$ cat src/logic/etc_pkg.sv
// Shared constants and types of the eight-bit timer/counter core
package etc_pkg;

    localparam int          ETC_DATA_W       = 8;
    localparam int          ETC_ADDR_W       = 4;

    // Register offsets
    localparam logic [3:0]  ETC_OFF_CTRL_A   = 4'h0;
    localparam logic [3:0]  ETC_OFF_CTRL_B   = 4'h1;
    localparam logic [3:0]  ETC_OFF_COUNT    = 4'h2;
    localparam logic [3:0]  ETC_OFF_CMP_A    = 4'h3;
    localparam logic [3:0]  ETC_OFF_CMP_B    = 4'h4;
    localparam logic [3:0]  ETC_OFF_IRQ_MASK = 4'h5;
    localparam logic [3:0]  ETC_OFF_IRQ_FLAG = 4'h6;

    // Field positions
    localparam int          ETC_WAVE_LO_POS  = 0;
    localparam int          ETC_WAVE_HI_POS  = 3;
    localparam int          ETC_CS_POS       = 0;
    localparam int          ETC_OVF_POS      = 0;
    localparam int          ETC_MATCH_A_POS  = 1;
    localparam int          ETC_MATCH_B_POS  = 2;

    // Reset values and limits
    localparam logic [7:0]  ETC_RESET_VAL    = 8'h00;
    localparam logic [7:0]  ETC_BOTTOM       = 8'h00;
    localparam logic [7:0]  ETC_MAX          = 8'hff;

    // Clock select codes
    localparam logic [2:0]  ETC_CS_STOP      = 3'h0;
    localparam logic [2:0]  ETC_CS_PRE1      = 3'h1;
    localparam logic [2:0]  ETC_CS_PRE8      = 3'h2;
    localparam logic [2:0]  ETC_CS_PRE64     = 3'h3;
    localparam logic [2:0]  ETC_CS_PRE256    = 3'h4;
    localparam logic [2:0]  ETC_CS_PRE1024   = 3'h5;
    localparam logic [2:0]  ETC_CS_EXT_FALL  = 3'h6;
    localparam logic [2:0]  ETC_CS_EXT_RISE  = 3'h7;

    // Wave modes
    localparam logic [2:0]  ETC_WM_NORMAL    = 3'h0;
    localparam logic [2:0]  ETC_WM_PC_MAX    = 3'h1;
    localparam logic [2:0]  ETC_WM_CTC       = 3'h2;
    localparam logic [2:0]  ETC_WM_FAST_MAX  = 3'h3;
    localparam logic [2:0]  ETC_WM_PC_CMP    = 3'h5;
    localparam logic [2:0]  ETC_WM_FAST_CMP  = 3'h7;

    localparam logic [9:0]  ETC_PRE_WRAP     = 10'h3ff;

    typedef struct packed {
        logic       wr;
        logic       rd;
        logic [3:0] addr;
        logic [7:0] wdata;
    } etc_bus_req_t;

    typedef struct packed {
        logic match_b;
        logic match_a;
        logic overflow;
    } etc_events_t;

endpackage : etc_pkg

$ cat src/logic/etc_core.sv
// Eight-bit timer/counter core with two compare units
//
// How it works
// - Counter and both compares are eight bits.
// - Flags readable, each gated by mask bit.
// - Sources: overflow, match A, match B.
// - Select prescaled or external clock and edge.
// - Clock select zero stops the counter.
// - Each tick clears, increments or decrements.
// - Software reads and writes counter anytime.
// - Software counter write beats count or clear.
// - Bottom indicated when counter becomes 0x00.
// - Maximum reached when counter becomes 0xFF.
// - Top is 0xFF or compare A, by mode.
// - Three-bit wave mode split over controls A, B.
// - Compare continuously; match sets its flag.
// - Compare results feed the wave outputs.
// - Overflow flag set per wave mode.
// - Match flag one tick later; write one clears.
// - Mode zero counts up, wraps, flags at zero.
`timescale 1ns/1ns
module etc_core
    import etc_pkg::*;
#(
    parameter int DATA_W = ETC_DATA_W
) (
    input  wire logic              sys_clk_in,
    input  wire logic              reset_n_in,
    input  wire logic [3:0]        addr_in,
    input  wire logic [DATA_W-1:0] wdata_in,
    input  wire logic              wr_in,
    input  wire logic              rd_in,
    input  wire logic              ext_count_pin_in,
    output logic [DATA_W-1:0]      rdata_out,
    output logic                   irq_out,
    output logic                   wave_out_a_out,
    output logic                   wave_out_b_out,
    output logic                   bottom_out,
    output logic                   max_out,
    output logic                   top_out
);

    etc_bus_req_t      req;
    etc_events_t       ev;

    logic [DATA_W-1:0] count_value_r;
    logic [DATA_W-1:0] count_value_nxt;
    logic [DATA_W-1:0] compare_value_a_r;
    logic [DATA_W-1:0] compare_value_b_r;
    logic [DATA_W-1:0] cmp_buf_a_r;
    logic [DATA_W-1:0] cmp_buf_b_r;
    logic [1:0]        control_reg_a_r;
    logic [3:0]        control_reg_b_r;
    logic [2:0]        irq_mask_reg_r;
    logic [2:0]        irq_flag_reg_r;
    logic [2:0]        irq_flag_nxt;
    logic              count_down_r;
    logic              match_a_pend_r;
    logic              match_b_pend_r;
    logic              block_match_r;
    logic [DATA_W-1:0] rdata_nxt;

    logic              timer_tick;
    logic [2:0]        wave_mode_field;
    logic [2:0]        clock_select_field;
    logic              pwm_mode;
    logic              phase_mode;
    logic [DATA_W-1:0] top_value;
    logic              at_top;
    logic              at_bottom;
    logic              cmp_eq_a;
    logic              cmp_eq_b;
    logic              wr_count;
    logic              wr_flags;
    logic              next_down;
    logic              reload;

    assign req = '{wr: wr_in, rd: rd_in, addr: addr_in, wdata: wdata_in};

    function automatic logic hit(input etc_bus_req_t r, input logic [3:0] off);
        hit = (r.addr == off);
    endfunction : hit

    // Wave mode pieces: two bits in control A, top bit in control B
    assign wave_mode_field    = {control_reg_b_r[ETC_WAVE_HI_POS],
                                 control_reg_a_r[1:0]};
    assign clock_select_field = control_reg_b_r[2:0];
    assign pwm_mode   = (wave_mode_field != ETC_WM_NORMAL) && (wave_mode_field != ETC_WM_CTC);
    assign phase_mode = (wave_mode_field == ETC_WM_PC_MAX) || (wave_mode_field == ETC_WM_PC_CMP);

    // Compare A provides top in CTC and the compare-top PWM modes
    assign top_value = (wave_mode_field == ETC_WM_CTC || wave_mode_field == ETC_WM_PC_CMP ||
                        wave_mode_field == ETC_WM_FAST_CMP)
                       ? compare_value_a_r : ETC_MAX;
    assign at_top    = (count_value_r == top_value);
    assign at_bottom = (count_value_r == ETC_BOTTOM);
    assign cmp_eq_a  = (count_value_r == compare_value_a_r);
    assign cmp_eq_b  = (count_value_r == compare_value_b_r);

    assign wr_count = hit(req, ETC_OFF_COUNT) && req.wr;
    assign wr_flags = hit(req, ETC_OFF_IRQ_FLAG) && req.wr;

    etc_tick_sel u_tick_sel (
        .sys_clk_in       (sys_clk_in),
        .reset_n_in       (reset_n_in),
        .clock_select_in  (clock_select_field),
        .ext_count_pin_in (ext_count_pin_in),
        .timer_tick_out   (timer_tick)
    );

    // Direction for phase-correct modes turns at top and bottom
    assign next_down = phase_mode ? (at_top ? 1'b1 : (at_bottom ? 1'b0 : count_down_r)) : 1'b0;

    // Software write wins over any tick action
    always_comb begin
        count_value_nxt = count_value_r;
        if (wr_count) begin
            count_value_nxt = req.wdata;
        end else if (timer_tick) begin
            if (phase_mode) begin
                count_value_nxt = next_down ? count_value_r - 8'h01
                                            : count_value_r + 8'h01;
            end else if (at_top) begin
                count_value_nxt = ETC_BOTTOM;
            end else begin
                count_value_nxt = count_value_r + 8'h01;
            end
        end
    end

    // Event raise: overflow per mode; match one tick after equality
    assign ev.overflow = timer_tick && !wr_count &&
                         (phase_mode ? (at_bottom && count_down_r)
                          : (wave_mode_field == ETC_WM_CTC ? (count_value_r == ETC_MAX)
                             : at_top));
    assign ev.match_a  = timer_tick && match_a_pend_r;
    assign ev.match_b  = timer_tick && match_b_pend_r;

    // Write one clears; a simultaneous set wins
    assign irq_flag_nxt = (irq_flag_reg_r & ~(wr_flags ? req.wdata[2:0] : 3'h0))
                          | {ev.match_b, ev.match_a, ev.overflow};

    // Double-buffered compares load at top in PWM modes
    assign reload = !pwm_mode || (timer_tick && (phase_mode ? at_top : at_top));

    always_ff @(posedge sys_clk_in or negedge reset_n_in) begin
        if (!reset_n_in) begin
            count_value_r <= ETC_RESET_VAL;
            count_down_r  <= 1'b0;
        end else begin
            count_value_r <= count_value_nxt;
            if (timer_tick && !wr_count) begin
                count_down_r <= next_down;
            end
        end
    end

    // Compare equality latched, shown on the next tick; counter write blocks it
    always_ff @(posedge sys_clk_in or negedge reset_n_in) begin
        if (!reset_n_in) begin
            match_a_pend_r <= 1'b0;
            match_b_pend_r <= 1'b0;
            block_match_r  <= 1'b0;
        end else begin
            if (wr_count) begin
                block_match_r <= 1'b1;
            end else if (timer_tick) begin
                block_match_r <= 1'b0;
            end
            match_a_pend_r <= cmp_eq_a && !block_match_r && !wr_count;
            match_b_pend_r <= cmp_eq_b && !block_match_r && !wr_count;
        end
    end

    always_ff @(posedge sys_clk_in or negedge reset_n_in) begin
        if (!reset_n_in) begin
            control_reg_a_r   <= 2'h0;
            control_reg_b_r   <= 4'h0;
            cmp_buf_a_r       <= ETC_RESET_VAL;
            cmp_buf_b_r       <= ETC_RESET_VAL;
            compare_value_a_r <= ETC_RESET_VAL;
            compare_value_b_r <= ETC_RESET_VAL;
            irq_mask_reg_r    <= 3'h0;
            irq_flag_reg_r    <= 3'h0;
        end else begin
            if (req.wr && hit(req, ETC_OFF_CTRL_A)) begin
                control_reg_a_r <= req.wdata[1:0];
            end
            if (req.wr && hit(req, ETC_OFF_CTRL_B)) begin
                control_reg_b_r <= req.wdata[3:0];
            end
            if (req.wr && hit(req, ETC_OFF_CMP_A)) begin
                cmp_buf_a_r <= req.wdata;
            end
            if (req.wr && hit(req, ETC_OFF_CMP_B)) begin
                cmp_buf_b_r <= req.wdata;
            end
            if (req.wr && hit(req, ETC_OFF_IRQ_MASK)) begin
                irq_mask_reg_r <= req.wdata[2:0];
            end
            if (reload) begin
                compare_value_a_r <= (req.wr && hit(req, ETC_OFF_CMP_A) && !pwm_mode)
                                     ? req.wdata : cmp_buf_a_r;
                compare_value_b_r <= (req.wr && hit(req, ETC_OFF_CMP_B) && !pwm_mode)
                                     ? req.wdata : cmp_buf_b_r;
            end
            irq_flag_reg_r <= irq_flag_nxt;
        end
    end

    // Read mux; unmapped offsets read zero
    always_comb begin
        rdata_nxt = 8'h00;
        case (req.addr)
            ETC_OFF_CTRL_A:   rdata_nxt = {6'h00, control_reg_a_r};
            ETC_OFF_CTRL_B:   rdata_nxt = {4'h0, control_reg_b_r};
            ETC_OFF_COUNT:    rdata_nxt = count_value_r;
            ETC_OFF_CMP_A:    rdata_nxt = cmp_buf_a_r;
            ETC_OFF_CMP_B:    rdata_nxt = cmp_buf_b_r;
            ETC_OFF_IRQ_MASK: rdata_nxt = {5'h00, irq_mask_reg_r};
            ETC_OFF_IRQ_FLAG: rdata_nxt = {5'h00, irq_flag_reg_r};
            default:          rdata_nxt = 8'h00;
        endcase
    end

    // Outputs all registered; wave outputs show compare equality, or count below compare in PWM modes
    always_ff @(posedge sys_clk_in or negedge reset_n_in) begin
        if (!reset_n_in) begin
            rdata_out      <= 8'h00;
            irq_out        <= 1'b0;
            wave_out_a_out <= 1'b0;
            wave_out_b_out <= 1'b0;
            bottom_out     <= 1'b0;
            max_out        <= 1'b0;
            top_out        <= 1'b0;
        end else begin
            rdata_out      <= req.rd ? rdata_nxt : 8'h00;
            irq_out        <= |(irq_flag_nxt & irq_mask_reg_r);
            wave_out_a_out <= pwm_mode ? (count_value_nxt < compare_value_a_r)
                                       : cmp_eq_a;
            wave_out_b_out <= pwm_mode ? (count_value_nxt < compare_value_b_r)
                                       : cmp_eq_b;
            bottom_out     <= (count_value_nxt == ETC_BOTTOM);
            max_out        <= (count_value_nxt == ETC_MAX);
            top_out        <= (count_value_nxt == top_value);
        end
    end

endmodule : etc_core

$ cat src/logic/etc_tick_sel.sv
// Timer tick source: prescaler taps and synchronised external pin
`timescale 1ns/1ns
module etc_tick_sel
    import etc_pkg::*;
(
    input  wire logic       sys_clk_in,
    input  wire logic       reset_n_in,
    input  wire logic [2:0] clock_select_in,
    input  wire logic       ext_count_pin_in,
    output logic            timer_tick_out
);

    logic [9:0] pre_cnt_r;
    logic [2:0] ext_sync_r;
    logic       ext_level_r;
    logic       tick_nxt;
    logic       ext_rise;
    logic       ext_fall;
    logic       ext_agree;

    // Free-running prescaler; taps are one-cycle pulses
    always_ff @(posedge sys_clk_in or negedge reset_n_in) begin
        if (!reset_n_in) begin
            pre_cnt_r <= 10'h000;
        end else begin
            pre_cnt_r <= (pre_cnt_r == ETC_PRE_WRAP) ? 10'h000 : pre_cnt_r + 10'h001;
        end
    end

    // Three-stage pin sampler; level changes once stages two and three agree
    always_ff @(posedge sys_clk_in or negedge reset_n_in) begin
        if (!reset_n_in) begin
            ext_sync_r  <= 3'h0;
            ext_level_r <= 1'b0;
        end else begin
            ext_sync_r <= {ext_sync_r[1:0], ext_count_pin_in};
            if (ext_agree) begin
                ext_level_r <= ext_sync_r[2];
            end
        end
    end

    assign ext_agree = (ext_sync_r[1] == ext_sync_r[2]);
    assign ext_rise  = ext_agree && ext_sync_r[2] && !ext_level_r;
    assign ext_fall  = ext_agree && !ext_sync_r[2] && ext_level_r;

    always_comb begin
        case (clock_select_in)
            ETC_CS_STOP:     tick_nxt = 1'b0;
            ETC_CS_PRE1:     tick_nxt = 1'b1;
            ETC_CS_PRE8:     tick_nxt = (pre_cnt_r[2:0] == 3'h7);
            ETC_CS_PRE64:    tick_nxt = (pre_cnt_r[5:0] == 6'h3f);
            ETC_CS_PRE256:   tick_nxt = (pre_cnt_r[7:0] == 8'hff);
            ETC_CS_PRE1024:  tick_nxt = (pre_cnt_r == ETC_PRE_WRAP);
            ETC_CS_EXT_FALL: tick_nxt = ext_fall;
            ETC_CS_EXT_RISE: tick_nxt = ext_rise;
            default:         tick_nxt = 1'b0;
        endcase
    end

    always_ff @(posedge sys_clk_in or negedge reset_n_in) begin
        if (!reset_n_in) begin
            timer_tick_out <= 1'b0;
        end else begin
            timer_tick_out <= tick_nxt;
        end
    end

endmodule : etc_tick_sel

$ cat config.mk
export PLATFORM = sky130hd
export DESIGN_NAME = etc_core
export DESIGN_NICKNAME = d
export VERILOG_FILES = /design/src/logic/etc_pkg.sv /design/src/logic/etc_core.sv /design/src/logic/etc_tick_sel.sv
export SDC_FILE = /design/constraint.sdc
export NUM_CORES = 1
export LEC_CHECK = 0
export ABC_AREA = 0
export BUFFER_PORTS_ARGS = -buffer_cell sky130_fd_sc_hd__buf_4
export CAP_MARGIN = 10
export CORE_MARGIN = 2
export CORE_UTILIZATION = 55
export DETAILED_ROUTE_END_ITERATION = 12
export PLACE_DENSITY_LB_ADDON = 0.12
export SLEW_MARGIN = 40
export SYNTH_ARGS = -nofsm -noshare
export SYNTH_HDL_FRONTEND = slang
export SYNTH_HIERARCHICAL = 1
export SYNTH_SLANG_ARGS = --single-unit
$ cat constraint.sdc
create_clock -name sys_clk_in -period 4.8 [get_ports sys_clk_in]
set_input_delay 0.48 -clock sys_clk_in [delete_from_list [all_inputs] [get_ports sys_clk_in]]
set_output_delay 0.48 -clock sys_clk_in [all_outputs]
set_load 0.02 [all_outputs]
---- Word level (Yosys, flattened, before mapping) ----
Index checks and enable logic that the tools add are counted.
storage, ports and cells
  output and inout bits ................... 14
  register bits after elaboration ......... 85
  logic and storage cells ................. 124
  bits of input ports ..................... 17
cells by class
  order comparisons ....................... 2
  equal/unequal tests ..................... 29
  bitwise operators ....................... 4
  multiplexer cells ....................... 22
  add/sub/neg operators ................... 3
  reduce and logical (&&, ||, !) cells .... 40
operator list
  operator               number
  $mux 8                 9
  $pmux 8 s7             1
  $eq 8x8->1             4
  $eq 8x8->1 const B     3
  $logic_and 1x1->1      24
  $eq 3x3->1 const B     7
  $logic_not 8->1        2
  $lt 8x8->1             2
  $eq 4x3->1 const B     3
  $add 10x1->10 const B  1
  $eq 10x10->1 const B   1
  $mux 10                1
  $eq 3x2->1 const B     3
  $mux 1                 9
  $add 8x1->8 const B    1
  $eq 4x2->1 const B     2
  $pmux 1 s8             1
  $sub 8x1->8 const B    1
  $and 3x3->3            2
  $eq 3x1->1 const B     2
  $eq 6x6->1 const B     1
  $logic_not 1->1        5
  $eq 4x1->1 const B     1
  $logic_not 4->1        1
  other kinds (10)       13

---- Longest topological paths before layout ----
  depth after elaboration ................. 13
  gate-level depth with buffers ........... 16
  depth with buffers taken out ............ 15

---- Hierarchy ----
The synthesis kept the hierarchy.
modules (own cells, without submodules)
  module        area an instance (um2)  instances  sequential area each (um2)  cells each
  etc_core      4772.1                  1          1751.7                      512
  etc_tick_sel  759.5                   1          375.4                       70

---- Least setup slack after synthesis ----
OpenSTA, ideal clock, no wires.
  path type ............................... reg2reg
  from .................................... register compare_value_a_r[0]
  to ...................................... register wave_out_a_out
  cell stages (with the launch flop) ...... 13
  data arrival time ....................... 3.269 ns
  path slack .............................. 1.421 ns
  buffers on the path ..................... 1
  library setup time ...................... 0.110 ns
  period minus slack after synthesis ...... 3.379 ns
  path through ............................ dfrtp_1 -> buf_6 -> or4b_1 -> o211a_1 -> nor4_2 -> nand4_2 -> a21oi_1 -> a221oi_1 -> a311oi_1 -> ha_1 -> nand4_1 -> a21oi_1 -> o41ai_1
on the way
  longest elaborated chain between the ends .. 10
  elaborated cells between the ends (all ways) .. 12
  classes of those cells .................. order compare (1); eq/ne (2); mux (9)
RTL lines
  element                   RTL line         source
  start: declaration        etc_core.sv:48   logic [DATA_W-1:0] compare_value_a_r;
  start signal: assignment  etc_core.sv:202  compare_value_a_r <= (req.wr && hit(req, ETC_OFF_CMP_A) && !pwm_mode)
  $mux 8 (*)                etc_core.sv:94   ? compare_value_a_r : ETC_MAX;
  $eq 8x8->1 (*)            etc_core.sv:95   assign at_top = (count_value_r == top_value);
  $mux 1 (2 in a row)       etc_core.sv:112  assign next_down = phase_mode ? (at_top ? 1'b1 : (at_bottom ? 1'b0 : count_down_r)) : 1'b0;
  $mux 8                    etc_core.sv:121  count_value_nxt = next_down ? count_value_r - 8'h01
  $mux 8 (*)                etc_core.sv:120  if (phase_mode) begin
  $mux 8 (*)                etc_core.sv:119  end else if (timer_tick) begin
  $mux 8 (*)                etc_core.sv:117  if (wr_count) begin
  via count_value_nxt[7]    etc_core.sv:47   logic [DATA_W-1:0] count_value_nxt;
  $lt 8x8->1 (*)            etc_core.sv:239  wave_out_a_out <= pwm_mode ? (count_value_nxt < compare_value_a_r)
  $mux 1 (*)                etc_core.sv:239
  end signal: assignment    etc_core.sv:239
  end: declaration          etc_core.sv:36   output logic wave_out_a_out,
The timed path passes the listed nets; every way through them passes the cells marked *.
A chain may end at the register's enable or synchronous reset.

---- Final worst setup path ----
  from .................................... register control_reg_a_r[0]
  to ...................................... register wave_out_a_out
on the way
  longest elaborated chain between the ends .. 13
  elaborated cells between the ends (all ways) .. 21
  classes of those cells .................. order compare (1); eq/ne (6); mux (9); reduce/logical (5)
RTL lines
  element                                          RTL line                        source
  start: declaration                               etc_core.sv:52                  logic [1:0] control_reg_a_r;
  start signal: assignment                         etc_core.sv:187                 control_reg_a_r <= req.wdata[1:0];
  $eq 3x2->1 / $eq 3x3->1 (equally long branches)  etc_core.sv:92, etc_core.sv:89
  $logic_or 1x1->1 (2 in a row)                    etc_core.sv:92                  assign top_value = (wave_mode_field == ETC_WM_CTC || wave_mode_field == ETC_WM_PC_CMP ||
  $mux 8                                           etc_core.sv:94
  $eq 8x8->1                                       etc_core.sv:95
  $mux 1 (2 in a row)                              etc_core.sv:112
  $mux 8                                           etc_core.sv:121
  $mux 8 (*)                                       etc_core.sv:120
  $mux 8 (*)                                       etc_core.sv:119
  $mux 8 (*)                                       etc_core.sv:117
  via count_value_nxt[1]                           etc_core.sv:47
  $lt 8x8->1 (*)                                   etc_core.sv:239
  $mux 1 (*)                                       etc_core.sv:239
Marks and branches as above.

==> results.ini <==
[status]
outcome = finished clean

[clock_network]
numCtsBuffers = 9
cts_root_buf = clkbuf_8
clock_path_buffers = 2
cts_resized = 0
cts_max_level = 3
clk_latency_ns = 0.37
clk_pin_slew_ns = 0.10
cts_hold_buf = 1
cts.sinks = 85
cts_tree = done
post_cts_buffers = 0

[routing]
ant_nets = 0
drc = 0
initialDrtViolationCount = 491
vias_per_cell = 6.39
vias = 4686
drtPass1Iterations = 5
wl_per_cell_um = 21.4
wl_um = 15700

[timing]
relSlewSlack_pct = 51.5
rsz0062_at_grt = false
worstMarginPinSlew_ns = 0.725
finClkSkew_ns = 0.0150
hold_slack_ns = 0.217
setup_violations = 0
max_freq_mhz = 247
setup_slack_ns = 0.756
setup_tns_ns = 0
slew_viol_final = 0
period_share_pct = 84.2
final_hold_viol_count = 0
fin_crit_ns = 4.04

[critical_path]
cp_max_fo = 17
path_cells = nor2_2 -> a311oi_1 -> nor4_1 -> nand4_2 -> nand2_1 -> mux2i_1 -> o221ai_1 -> inv_1 -> ha_1 -> a21boi_1 -> o21a_1 -> o21ai_1 -> a21oi_1 -> o41ai_1
critPathRequiredTime_ns = 5.06
r2r_cells = 14
critPathLaunchType = flip-flop
crit_slowest_cell = dfrtp_1
path_buf_inv = 1
r2r_end = wave_out_a_out
worstReg2RegStart = control_reg_a_r[0]
worstPathArrival_ns = 4.30
rrSetupSlack_ns = 0.76
max_stage_delay_ns = 0.54
crit_path_end_kind = flip-flop
crit_type = flip-flop to flip-flop
critPathTopFamily = simple AND/OR/NAND/NOR gates

[power]
seqPwrFrac_pct = 38.9
ir_drop_mv = 0.270
switching_share_pct = 43.2
comb_power_share_pct = 41.7
leakage_uw = 0.00274
pwr-share-clk_pct = 19.3
power_density_nw_per_um2 = 494
p_sw_uw = 1300
p_int_uw = 1710

[synth]
synth.net_count = 620
synth.avg_cell_area_sq_um = 9.50
ys.flop_type = dfrtp_1
yosysSeqAreaShare_pct = 38.5
ys_ff_latch = 85
netlist-cell-type-count = 79
ys_async_sr_fraction_pct = 100
ys_warn_count = 6
synthCells = 582
synth_area_sq_um = 5530
synth-edff-count = 0

[global_routing]
grt_use_total_pct = 29.5
grt_pass1_wl_um = 25100
antenna_found_initial = 0
grt_max_degree = 68
grt_pass1_vias = 4548
grt-ovfl-total = 0

[worst_hold_path]
whs_endpoint = u_tick_sel/ext_sync_r[0]
hp-class = input pin to flip-flop
whs_path_depth = 1
hp-start = ext_count_pin_in

[place]
pre_cts_ws_ns = 0.572
io_buffers = 30
gp_congestion = 0.981
place_hpwl_um = 11200

[die]
start_util_pct = 56.6
ioPinCount = 31
fp-row-count = 36
die_x_um = 104
die_y_um = 104
die-area_sq_um = 10900
fp.coreArea_sq_um = 9770

[final_layout]
layout-area-overhead-vs-synth_pct = 9.84
fin_nets = 634
antenna_cells = 0
drive_gt1_share_pct = 17.7
fillers = 832
multiInputGateArea_sq_um = 3140
ff_latch_area_sq_um = 2130

[flow_run]
cap_violations = 0

==> layout make-up <==
type / instances / share of cell area (%)
Timing Repair Buffer: 39 / 4.92
Multi-Input combinational cell: 427 / 51.6
Tap cell: 133 / 2.74
Sequential cell: 85 / 35.0
Clock inverter: 5 / 1.36
Inverter: 34 / 2.10
Clock buffer: 10 / 2.27
==> sequential cells by signal, indices dropped and copies added (netlist names), 2 cells and up <==
signal and cells:
cmp_buf_a_r 8, count_value_r 8, cmp_buf_b_r 8, control_reg_a_r 2, control_reg_b_r 4, irq_flag_reg_r 3, irq_mask_reg_r 3, rdata_out 8
u_tick_sel/ext_sync_r 3, compare_value_b_r 8, u_tick_sel/pre_cnt_r 10, compare_value_a_r 8
==> cell usage after synthesis (3+ instances only) <==
| library cell | number | share of area (%) |
|---|---|---|
| a21o_1 | 4 | 0.54 |
| nand4b_1 | 4 | 0.63 |
| nand2b_1 | 7 | 0.79 |
| nand3_1 | 14 | 1.3 |
| nand2_1 | 57 | 3.9 |
| nor4_1 | 12 | 1.4 |
| o22ai_1 | 3 | 0.34 |
| nand3b_1 | 4 | 0.54 |
| clkbuf_1 | 25 | 1.7 |
| nand4_1 | 7 | 0.79 |
| a31oi_1 | 11 | 1.2 |
| a21oi_1 | 12 | 1.1 |
| o21ai_0 | 31 | 2.8 |
| a211oi_1 | 10 | 1.4 |
| xnor2_1 | 9 | 1.4 |
| mux2i_1 | 22 | 4.0 |
| nor2_1 | 32 | 2.2 |
| o21ai_1 | 5 | 0.45 |
| xor2_1 | 21 | 3.3 |
| or3_1 | 4 | 0.45 |
| o211ai_1 | 3 | 0.41 |
| a22oi_1 | 8 | 1.1 |
| mux2_2 | 31 | 6.3 |
| buf_1 | 4 | 0.27 |
| or4_1 | 4 | 0.54 |
| and3b_1 | 7 | 1.1 |
| dfrtp_1 | 85 | 38 |
| a311oi_1 | 8 | 1.3 |
| ha_1 | 21 | 4.8 |
| and3_1 | 3 | 0.34 |
| nor2b_1 | 9 | 1.0 |
| nor3_1 | 11 | 1.0 |
| inv_1 | 32 | 2.2 |
| buf_2 | 4 | 0.36 |
==> per-layer routing <==
metal / GRT usage [%] / wire [um] / vias to the layer above / part of all wire [%]
met1: 41.5 / 7000 / 2322 / 45
met5: 0 / 0 / - / 0
met3: 4.57 / 959 / 27 / 6.1
met4: 12.2 / 405 / 0 / 2.6
li1: - / - / 2152 / -
met2: 45.6 / 7330 / 185 / 47
==> layout by cell type (no fill, tap or decap), types with 9 or more instances in the layout <==
| master | netlist | final |
|---|---|---|
| a211oi_1 | 10 | 10 |
| a21oi_1 | 12 | 11 |
| a31oi_1 | 11 | 11 |
| buf_4 | 2 | 37 |
| clkbuf_8 | 0 | 10 |
| dfrtp_1 | 85 | 85 |
| ha_1 | 21 | 21 |
| inv_1 | 32 | 32 |
| mux2_2 | 31 | 31 |
| mux2i_1 | 22 | 22 |
| nand2_1 | 57 | 57 |
| nand3_1 | 14 | 14 |
| nor2_1 | 32 | 31 |
| nor2b_1 | 9 | 9 |
| nor3_1 | 11 | 11 |
| nor4_1 | 12 | 12 |
| o21ai_0 | 31 | 31 |
| xnor2_1 | 9 | 9 |
| xor2_1 | 21 | 21 |
==> through the flow <==
stage	power [uW]	std cells	instance area [sq um]	utilization (%)
final	3000	733	6080	62.2
after global routing	3190	733	6080	62.2
after CTS	2980	733	6070	62.1
after detailed placement	2390	717	5840	59.7
after global placement	2370	717	5830	59.7
after floorplan	2000	582	5530	-
==> logic make-up (layout without fill, tap and decap cells) <==
logic type,Yosys count,in the layout,synth area share (%)
buffers and inverters,70,88,5.11
adder cells (fa/ha/maj),21,21,4.75
AO/OA/AOI/OAI,127,127,16.6
XOR/XNOR,30,30,4.75
multiplexers,54,54,10.7
flip-flops,85,85,38.5
AND/OR/NAND/NOR,195,195,19.6
==> worst max path at each step <==
stage / start / to / cells past startpoint / slack, ns
2_1_floorplan: compare_value_a_r[0] / wave_out_a_out / 12 / 1.42
3_3_place_gp: control_reg_a_r[0] / wave_out_a_out / 14 / 0.81
3_5_place_dp: control_reg_a_r[0] / wave_out_a_out / 14 / 0.57
4_1_cts: control_reg_a_r[0] / wave_out_a_out / 14 / 0.48
5_1_grt: control_reg_a_r[0] / wave_out_a_out / 14 / 0.35
6_report: control_reg_a_r[0] / wave_out_a_out / 14 / 0.76
==> power by group through the flow <==
stage	combinational [uW]	clock (uW)	sequential [uW]
after floorplan	992	0	1010
after global placement	1200	0	1170
after detailed placement	1230	0	1170
after CTS	1240	591	1160
after global routing	1380	622	1190
final	1250	581	1170
(Power assumes the default switching activity.)
